===== config.mk =====
export PLATFORM = sky130hd
export DESIGN_NAME = sdb_timing_regs
export DESIGN_NICKNAME = d
export VERILOG_FILES = /design/src/sdb_pkg.sv /design/src/sdb_skew_decode.sv /design/src/sdb_timing_regs.sv
export VERILOG_INCLUDE_DIRS = /design/src
export SDC_FILE = /design/constraint.sdc
export NUM_CORES = 1
export LEC_CHECK = 0
export BUFFER_PORTS_ARGS = -buffer_cell sky130_fd_sc_hd__buf_2
export CAP_MARGIN = 40
export CORE_AREA = 2 2 156 158
export CTS_CLUSTER_SIZE = 30
export DETAILED_ROUTE_END_ITERATION = 12
export DIE_AREA = 0 0 158 160
export PLACE_DENSITY = 0.55
export SLEW_MARGIN = 20
export SYNTH_ARGS = -nofsm -noshare
export SYNTH_HDL_FRONTEND = slang
export SYNTH_SLANG_ARGS = --single-unit

===== constraint.sdc =====
create_clock -name core_clk -period 3.8 [get_ports core_clk]
set_input_delay 0.19 -clock core_clk [delete_from_list [all_inputs] [get_ports core_clk]]
set_output_delay 0.19 -clock core_clk [all_outputs]
set_load 0.02 [all_outputs]

===== src/sdb_cfg.svh =====
// Offsets, field positions, reset values and timing counts of the bank 0 timing register bank.
`ifndef SDB_CFG_SVH
`define SDB_CFG_SVH

`define SDB_ADDR_W 8
`define SDB_OFS_ADT 8'h80
`define SDB_OFS_REV 8'h9C
`define SDB_OFS_AUX 8'hA0

`define SDB_RST_ADT 32'h00000000
`define SDB_RST_REV 32'h00000000
`define SDB_RST_AUX 32'h80805046

`define SDB_WMASK_ADT 32'hFFFFFFFF
`define SDB_WMASK_REV 32'h00030000
`define SDB_WMASK_AUX 32'hFFFFFFFF

`define SDB_POS_DATA_HOLD 24
`define SDB_POS_DATA_SETUP 16
`define SDB_POS_AC_HOLD 8
`define SDB_POS_AC_SETUP 0
`define SDB_POS_REV 16
`define SDB_POS_WR_REC 24
`define SDB_POS_MODE_REC 16
`define SDB_POS_SR_EXIT 8
`define SDB_POS_REFRESH 0

`define SDB_SIGN_BIT 7
`define SDB_TENTHS_PER_NS 8'h0A

`define SDB_CLK_PERIOD_NS 10
`define SDB_EIGHTHS_PER_NS 8
`define SDB_EIGHTHS_PER_CYCLE (`SDB_CLK_PERIOD_NS * `SDB_EIGHTHS_PER_NS)

`endif


===== src/sdb_pkg.sv =====
// Types shared by the bank 0 timing register bank.
package sdb_pkg;

	typedef logic [7:0] sdb_byte_t;

	typedef struct packed {
		sdb_byte_t data_hold_time;
		sdb_byte_t data_setup_time;
		sdb_byte_t addr_cmd_hold_time;
		sdb_byte_t addr_cmd_setup_time;
	} sdb_setup_hold_s;

	typedef struct packed {
		logic signed [7:0] data_hold_tenths;
		logic signed [7:0] data_setup_tenths;
		logic signed [7:0] addr_cmd_hold_tenths;
		logic signed [7:0] addr_cmd_setup_tenths;
	} sdb_skew_s;

	typedef struct packed {
		sdb_byte_t write_recovery_time;
		sdb_byte_t mode_write_recovery_time;
		sdb_byte_t self_refresh_exit_latency;
		sdb_byte_t refresh_cycle_time;
	} sdb_aux_s;

	typedef struct packed {
		sdb_byte_t write_recovery_cycles;
		sdb_byte_t mode_write_recovery_cycles;
		sdb_byte_t self_refresh_exit_cycles;
		sdb_byte_t refresh_cycles;
	} sdb_cycles_s;

endpackage : sdb_pkg


===== src/sdb_skew_decode.sv =====
// Decoder from a signed pseudo-BCD setup or hold byte to signed tenths of a nanosecond.
`timescale 1ns/1ps
`include "sdb_cfg.svh"

module sdb_skew_decode
(
	input wire logic [7:0] code,
	output logic signed [7:0] tenths,
	output logic bcd_ok
);
	logic [7:0] mag;

	// Whole nanoseconds in bits 6:4 and tenths in the low nibble; at most 85 tenths.
	assign mag = {5'h00, code[6:4]} * `SDB_TENTHS_PER_NS + {4'h0, code[3:0]};
	// Bit 7 set turns the magnitude negative.
	assign tenths = code[7] ? -$signed(mag) : $signed(mag);
	// A tenths digit above nine is not a valid code.
	assign bcd_ok = (code[3:0] <= 4'h9);

endmodule : sdb_skew_decode


===== src/sdb_timing_regs.sv =====
// Bank 0 address/data timing, presence-detect revision and first auxiliary timing registers.
`timescale 1ns/1ps
`include "sdb_cfg.svh"

module sdb_timing_regs
(
	input wire logic core_clk,
	input wire logic rst_b,
	input wire logic [`SDB_ADDR_W-1:0] cfg_addr,
	input wire logic cfg_wr,
	input wire logic cfg_rd,
	input wire logic [3:0] cfg_be,
	input wire logic [31:0] cfg_wdata,
	output logic [31:0] cfg_rdata,
	output sdb_pkg::sdb_setup_hold_s setup_hold,
	output sdb_pkg::sdb_skew_s skew,
	output logic [3:0] skew_bcd_ok,
	output logic [1:0] presence_detect_revision,
	output sdb_pkg::sdb_aux_s aux_timing,
	output sdb_pkg::sdb_cycles_s aux_cycles
);
	import sdb_pkg::*;

	////////////////////////////////////////////////////////////////////////////////
	// Helper functions.

	// Merges a write into a register under byte enables and the writable mask.
	function automatic logic [31:0] sdb_merge(input logic [31:0] old_v, input logic [31:0] new_v,
		input logic [3:0] be, input logic [31:0] wmask);
		logic [31:0] m;
		m = {{8{be[3]}}, {8{be[2]}}, {8{be[1]}}, {8{be[0]}}} & wmask;
		sdb_merge = (old_v & ~m) | (new_v & m);
	endfunction : sdb_merge

	// Rounds a time up to whole clock cycles, since every figure here is a least time.
	function automatic logic [7:0] sdb_ceil_div(input logic [7:0] v, input logic [7:0] d);
		sdb_ceil_div = (v / d) + ((v % d) != 8'h00 ? 8'h01 : 8'h00);
	endfunction : sdb_ceil_div

	localparam logic [7:0] EIGHTHS_PER_CYCLE = 8'(`SDB_EIGHTHS_PER_CYCLE);
	localparam logic [7:0] NS_PER_CYCLE = 8'(`SDB_CLK_PERIOD_NS);

	////////////////////////////////////////////////////////////////////////////////
	// Register storage.

	logic [31:0] adt_q;
	logic [31:0] rev_q;
	logic [31:0] aux_q;
	logic [31:0] rdata_q;
	logic hit_adt;
	logic hit_rev;
	logic hit_aux;

	// Address decode; only the three aligned word offsets are mapped.
	assign hit_adt = (cfg_addr == `SDB_OFS_ADT);
	assign hit_rev = (cfg_addr == `SDB_OFS_REV);
	assign hit_aux = (cfg_addr == `SDB_OFS_AUX);

	// Address and data timing register, all four bytes writable.
	always_ff @(posedge core_clk or negedge rst_b)
	begin
		if (!rst_b)
			adt_q <= `SDB_RST_ADT;
		else if (cfg_wr && hit_adt)
			adt_q <= sdb_merge(adt_q, cfg_wdata, cfg_be, `SDB_WMASK_ADT);
	end

	// Revision register keeps only bits 17:16 so the upper six bits of the byte stay zero.
	always_ff @(posedge core_clk or negedge rst_b)
	begin
		if (!rst_b)
			rev_q <= `SDB_RST_REV;
		else if (cfg_wr && hit_rev)
			rev_q <= sdb_merge(rev_q, cfg_wdata, cfg_be, `SDB_WMASK_REV);
	end

	// First auxiliary timing register; the reset value suits 100 MHz modules.
	always_ff @(posedge core_clk or negedge rst_b)
	begin
		if (!rst_b)
			aux_q <= `SDB_RST_AUX;
		else if (cfg_wr && hit_aux)
			aux_q <= sdb_merge(aux_q, cfg_wdata, cfg_be, `SDB_WMASK_AUX);
	end

	// Read data is captured one cycle after the read; unmapped offsets return zero.
	always_ff @(posedge core_clk or negedge rst_b)
	begin
		if (!rst_b)
			rdata_q <= 32'h00000000;
		else if (cfg_rd)
		begin
			if (hit_adt)
				rdata_q <= adt_q;
			else if (hit_rev)
				rdata_q <= rev_q & `SDB_WMASK_REV;
			else if (hit_aux)
				rdata_q <= aux_q;
			else
				rdata_q <= 32'h00000000;
		end
	end

	assign cfg_rdata = rdata_q;

	////////////////////////////////////////////////////////////////////////////////
	// Values handed to the memory controller.

	logic signed [7:0] dec_tenths [4];
	logic [3:0] dec_ok;
	sdb_skew_s skew_q;
	logic [3:0] bcd_ok_q;
	sdb_cycles_s cycles_q;
	sdb_aux_s aux_v;

	// One decoder per setup or hold byte, byte 0 is the address/command setup time.
	for (genvar i = 0; i < 4; i++)
	begin : g_dec
		sdb_skew_decode u_dec
		(
			.code(adt_q[8*i +: 8]),
			.tenths(dec_tenths[i]),
			.bcd_ok(dec_ok[i])
		);
	end

	assign aux_v = sdb_aux_s'(aux_q);

	// Decoded signed skew values, one cycle behind the register.
	always_ff @(posedge core_clk or negedge rst_b)
	begin
		if (!rst_b)
		begin
			skew_q <= '0;
			bcd_ok_q <= 4'hF;
		end
		else
		begin
			skew_q.data_hold_tenths <= dec_tenths[3];
			skew_q.data_setup_tenths <= dec_tenths[2];
			skew_q.addr_cmd_hold_tenths <= dec_tenths[1];
			skew_q.addr_cmd_setup_tenths <= dec_tenths[0];
			bcd_ok_q <= dec_ok;
		end
	end

	// Auxiliary times converted to whole clock cycles, rounded up.
	always_ff @(posedge core_clk or negedge rst_b)
	begin
		if (!rst_b)
			cycles_q <= '0;
		else
		begin
			cycles_q.write_recovery_cycles <= sdb_ceil_div(aux_v.write_recovery_time, EIGHTHS_PER_CYCLE);
			cycles_q.mode_write_recovery_cycles <= sdb_ceil_div(aux_v.mode_write_recovery_time,
				EIGHTHS_PER_CYCLE);
			cycles_q.self_refresh_exit_cycles <= sdb_ceil_div(aux_v.self_refresh_exit_latency,
				NS_PER_CYCLE);
			cycles_q.refresh_cycles <= sdb_ceil_div(aux_v.refresh_cycle_time, NS_PER_CYCLE);
		end
	end

	assign setup_hold = sdb_setup_hold_s'(adt_q);
	assign skew = skew_q;
	assign skew_bcd_ok = bcd_ok_q;
	assign presence_detect_revision = rev_q[`SDB_POS_REV +: 2];
	assign aux_timing = aux_v;
	assign aux_cycles = cycles_q;
endmodule : sdb_timing_regs


Word level (Yosys, flattened, before mapping)
Cells that the tools add are included.
{ "op_classes": {"add_sub_neg": 12, "n_mul": 4, "n_div": 8, "n_lt_le_gt_ge": 4, "n_eq_ne": 3, "muxes": 11, "bitwise_logic": 10, "n_reduce_logical": 7} }
{ "ops": {"columns": ["cell", "n"], "rows": [
  ["32-bit bitwise AND", 4],
  ["32-bit two-way mux", 3],
  ["32-bit bitwise OR", 3],
  ["7-bit by 4-bit adder with 8-bit output", 4],
  ["8-bit by 1-bit adder with 8-bit output", 4],
  ["32-bit by 18-bit bitwise AND with 32-bit output", 1],
  ["8-bit two-way mux", 4],
  ["8-bit negation", 4],
  ["18-bit NOT with 32-bit output", 1],
  ["32-bit NOT", 1],
  ["8-bit nonzero test", 4],
  ["8-bit == test, second input constant", 3],
  ["3-bit by 3-bit multiplier with 6-bit output, second input constant", 4],
  ["8-bit by 4-bit divider with 8-bit output, second input constant", 2],
  ["8-bit by 7-bit divider with 8-bit output, second input constant", 2],
  ["4-bit <= comparator, second input constant", 4],
  ["8-bit by 4-bit remainder unit with 8-bit output, second input constant", 2],
  ["8-bit by 7-bit remainder unit with 8-bit output, second input constant", 2],
  ["1-bit two-way mux", 4],
  ["1-bit logical AND", 3]
]} }
{ "totals": {"regBits": 196, "inputBits": 48, "out_inout_bits": 166, "wordCells": 72} }

Depth between registers and ports, before layout
{ "depth": {"word_depth": 4, "ltp_mapped": 17, "depth_no_buf": 15} }

Hierarchy
Synthesis repeated with hierarchy kept, for this count alone.
{ "hier_totals": {"cells_unflattened": 863, "hier_area_um2": 8961.1} }
{ "modules_own_cells": {"columns": ["mod", "n_inst", "cells_per_inst", "area_each_um2", "seq_area_each_um2"], "rows": [
  ["sdb_timing_regs", 1, 631, 7268.2, 3817.4],
  ["sdb_skew_decode (g_dec[0].u_dec ...)", 3, 60, 427.9, 0.0],
  ["sdb_skew_decode (g_dec[2].u_dec)", 1, 52, 409.1, 0.0]
]} }

Worst setup path after synthesis
Ideal clock, no wire load.
{ "synth_path": {"path_type": "register to register", "startpoint": "register (tool-made name)", "endpoint": "register cycles_q (netlist bit aux_cycles[11])", "setup_ns": 0.131, "arrival_time_ns": 3.250, "required_time_ns": 3.669, "slack_ns": 0.419, "path_stages_with_launch": 16, "path_buffers": 1, "period_less_slack_ns": 3.381, "cell_sequence": "dfstp_2 -> clkbuf_1 -> nand2b_1 -> a21oi_1 -> a21oi_1 -> nand3_1 -> xnor2_1 -> ha_1 -> or3_1 -> o311ai_0 -> o21bai_1 -> mux2_2 -> a31oi_1 -> ha_1 -> nand3b_1 -> xor2_1"} }
{ "synth_lines": {"columns": ["item", "line", "rtl"], "rows": [
  ["end: declaration", "sdb_timing_regs.sv:113", "sdb_cycles_s cycles_q;"]
]} }

==> impl.org <==
** STA
- In this run the tightest slew margin relative to its limit is 0.498.
- RSZ-0062 raised after global routing :: false
- Post-Route Skew :: 15.0 ps
- The worst path in the final design needs a cycle of 3450 ps, including I/O delays and setup.
- The tightest hold path in the finished design has a slack of 19.1 ps.
- Based on the critical path, the design can be clocked at up to 0.289 GHz.
- The number of pins with negative max-slew slack in the final report came to 0.
- At the pin with the least slew margin, the transition time is 753 ps.
- Final Hold Vio Count :: 0
- Total negative slack for setup checks :: 0 ps
- Number of setup violations in the final report :: 0
- Final cycle utilization of the critical path :: 0.909

** Layout
- The sequential cells in the finished layout cover a total of 3820 µm².
- The library cell used most frequently in the layout, excluding fill and tap cells, is sky130_fd_sc_hd__buf_2.
- Relative to the synthesized area, the layout overhead comes to 25.3%.
- Fillcell total :: 2350
- Final instance count without filler cells :: 1329
- After routing the design area is 10500 µm².
- Highest-count cells in the layout ignoring fill and taps :: 198 x sky130_fd_sc_hd__buf_2, 141 x sky130_fd_sc_hd__dfrtp_1, 67 x sky130_fd_sc_hd__mux2_2, 49 x sky130_fd_sc_hd__inv_1, 47 x sky130_fd_sc_hd__nand2_1
- Number of diodes :: 0
- Fraction of layout cells with a size suffix above 1 :: 0.325
- For this run, the post-layout net count is 1084.
- The multi-input combinational cells in the finished layout cover a total of 4150 µm².

** Synthesis
- In this run, synthesis produced a sequential element count of 152.
- Synth async-reset ratio :: 1.00
- Top_reg_cell synth :: sky130_fd_sc_hd__dfrtp_1
- The share of the Yosys chip area taken by registers is 0.456.
- Counting flops with a built-in enable in the synthesized netlist gives 0.
- Number of unique standard cell types used by synthesis :: 68
- Yosys Warn Count :: 0
- Dividing the synthesized area by the synthesized cell count gives 10.7 µm².
- Number of cells produced by synthesis :: 784
- The mapped netlist covers 8370 µm².

** Power
- The worst-case IR drop observed on VDD is 0.237 mV.
- Leakage power total :: 5.46 nW
- Areal power density over the cells :: 394 nW/µm²

** Floorplan
- The floorplan step set the die height to 160 µm.
- Pin placement for this block handled 214 I/O pins.
- The floorplan has 57 rows.
- The die is 158 µm wide.
- The initial utilization of the core area, before any placement, comes to 0.352.
- Standard cell core area :: 23800 µm²
- Die Footprint :: 25300 µm²

** Run status
- The flow ran to the end, and the final reports show no timing, DRC or antenna violations.

** Drt
- Vias/cell :: 4.90
- Residual antenna-violating net count after detailed routing :: 0
- For this block, the routed nets add up to 21.7 mm of wire.
- For this run, design rule violations remaining after detail routing come to 0.
- For this block, the initial DRC count from the detailed router was 243.
- Dividing the detail-routed wire length by the instance count gives 16.3 µm.
- Total number of vias :: 6518
- DRT Pass-1 Iters :: 4

** CTS
- TritonCTS built the clock tree.
- Clock-pin slew of the registers on the worst-case setup and hold paths :: 60 ps
- Cts bufs inserted :: 17
- Maximum root-to-sink buffer count :: 2
- At the later pin of the worst-skew pair, clock insertion delay measures 420 ps.
- For this design, the sink count on the clock tree is 152.
- The tree is rooted in a sky130_fd_sc_hd__clkbuf_16.
- Post-CTS repair changed the size of 0 cells.
- CTS built an H-tree with a depth of 4.

** Global routing
- Grt total ovfl :: 0
- Initial antenna violation count :: 0
- Global routing usage summed across all routing layers :: 0.174
- The first global-routing pass estimated 34.4 mm of wire.
- Via count of the first global-routing pass :: 6285
- Entering global routing, the biggest net connects 69 pins.

** Critical path
- The worst setup path is captured at a flop.
- In this run the worst path has a maximum fanout of 20.
- Required arrival time at the worst endpoint :: 4100 ps
- For the worst setup path, the data arrival time is 3750 ps.
- Nature of the critical path startpoint :: flop
- The setup path with the least slack is of type reg -> reg.

** Min path
- In this run the worst hold path is classified as in -> reg.
- Origin of the worst min-delay path :: cfg_wdata[25]

** Place
- Cells after DPL :: 1285
- Post-detailed-placement half-perimeter wirelength :: 15.9 mm
- The congestion estimate from routability-driven global placement came to 0.863.
- The placed instances occupy a cell area of 9700 µm².
- In this run the tool buffered the top-level ports with 199 buffer cells.

** Flow run
- Maximum capacitance violations :: 0
[logic make-up (layout without fill, tap and decap cells)]
family                   Yosys count  in the layout  synth area share
AO/OA/AOI/OAI                    160            160             0.122
XOR/XNOR                          54             54            0.0565
adder cells (fa/ha/maj)           46             46            0.0717
buffers and inverters            101            307            0.0553
flip-flops                       152            152             0.456
multiplexers                     102            102             0.132
other                              1             16          0.000448
AND/OR/NAND/NOR                  168            168             0.106
[per-layer routing]
layer  vias to the layer above  routed length [µm]  track usage  share of wire
li1                       3160                   -            -              -
met1                      3172               10300        0.248           0.48
met2                       167               10000        0.266           0.46
met3                        19                1090       0.0369          0.050
met4                         0                 285       0.0500          0.013
met5                         -                   0            0              0
[path summary, 6_finish.rpt]
kind / to / cells after the start / slack [ps]
min reg2reg: skew[16]$_DFF_PN0_ / 0 / 510
max reg2reg: aux_cycles[11]$_DFF_PN0_ / 14 / 350
min in group asynchronous: skew[10]$_DFF_PN0_ / 2 / 190
min: flop / 2 / 20
max in group asynchronous: asynchronous set/reset pin / 3 / 2910
max: aux_cycles[11]$_DFF_PN0_ / 14 / 350
[cell usage after synthesis (3+ instances only)]
master / instances / area share
sky130_fd_sc_hd__mux2i_1: 34 / 0.041
sky130_fd_sc_hd__xor2_1: 15 / 0.016
sky130_fd_sc_hd__nor2b_1: 12 / 0.0090
sky130_fd_sc_hd__or3_1: 5 / 0.0037
sky130_fd_sc_hd__a31oi_1: 3 / 0.0022
sky130_fd_sc_hd__xnor2_1: 39 / 0.041
sky130_fd_sc_hd__clkbuf_1: 21 / 0.0094
sky130_fd_sc_hd__ha_1: 40 / 0.060
sky130_fd_sc_hd__nand2_1: 47 / 0.021
sky130_fd_sc_hd__nand2b_1: 23 / 0.017
sky130_fd_sc_hd__dfstp_2: 11 / 0.035
sky130_fd_sc_hd__fa_1: 4 / 0.0096
sky130_fd_sc_hd__o31ai_1: 6 / 0.0054
sky130_fd_sc_hd__buf_4: 18 / 0.016
sky130_fd_sc_hd__o21bai_1: 5 / 0.0045
sky130_fd_sc_hd__nand3b_1: 5 / 0.0045
sky130_fd_sc_hd__nor2_1: 22 / 0.0099
sky130_fd_sc_hd__nor3_1: 10 / 0.0060
sky130_fd_sc_hd__nand4_1: 3 / 0.0022
sky130_fd_sc_hd__nand3_1: 13 / 0.0078
sky130_fd_sc_hd__buf_1: 5 / 0.0022
sky130_fd_sc_hd__a21o_1: 11 / 0.0099
sky130_fd_sc_hd__o22ai_1: 36 / 0.027
sky130_fd_sc_hd__nor4_1: 4 / 0.0030
sky130_fd_sc_hd__nor3b_1: 5 / 0.0045
sky130_fd_sc_hd__o21ai_0: 35 / 0.021
sky130_fd_sc_hd__inv_1: 49 / 0.022
sky130_fd_sc_hd__a21oi_1: 33 / 0.020
sky130_fd_sc_hd__or4_1: 3 / 0.0027
sky130_fd_sc_hd__mux2_2: 67 / 0.090
sky130_fd_sc_hd__buf_2: 7 / 0.0042
sky130_fd_sc_hd__and2_1: 5 / 0.0037
sky130_fd_sc_hd__dfrtp_1: 141 / 0.42
[metrics by stage]
stage	utilization	setup slack, ps	total power, mW
global placement	0.406	447	2.20
detailed placement	0.407	341	2.21
floorplan	-	419	2.04
global route	0.441	57.9	4.32
CTS	0.441	326	4.20
finish	0.441	346	4.14
[where the power goes]
group          total [mW]  leakage, nW  internal, mW  switching [mW]
sequential           1.72         2.07          1.67          0.0459
combinational       0.469         3.07         0.186           0.283
clock                1.95        0.325          1.25           0.697
[worst max-delay path, stage by stage, from the launching register on]
cell and delay, ps:
sky130_fd_sc_hd__dfstp_2 740, sky130_fd_sc_hd__nand2b_1 260, sky130_fd_sc_hd__nand3_1 160, sky130_fd_sc_hd__a21o_1 140, sky130_fd_sc_hd__nand3_1 100, sky130_fd_sc_hd__xnor2_1 180
sky130_fd_sc_hd__ha_1 230, sky130_fd_sc_hd__or3_1 340, sky130_fd_sc_hd__o311ai_0 120, sky130_fd_sc_hd__o21bai_1 90, sky130_fd_sc_hd__mux2_2 270, sky130_fd_sc_hd__a31oi_1 230
sky130_fd_sc_hd__ha_1 220, sky130_fd_sc_hd__nand3b_1 90, sky130_fd_sc_hd__xor2_1 160
[repair_timing]
| item | in CTS | in global routing |
|---|---|---|
| buffers inserted | 0 | 0 |
| hold buffers | 12 | 0 |
| endpoints found under the hold margin | 158 | 0 |
[cell type report]
type / instances / share of cell area
multi-input combinational: 546 / 0.395
sequential: 152 / 0.364
timing repair buffer: 226 / 0.121
clock buffer: 21 / 0.0429
tap: 324 / 0.0386
clock inverter: 11 / 0.0210
inverter: 49 / 0.0175
Note: power is estimated with default switching activity, not from simulation.
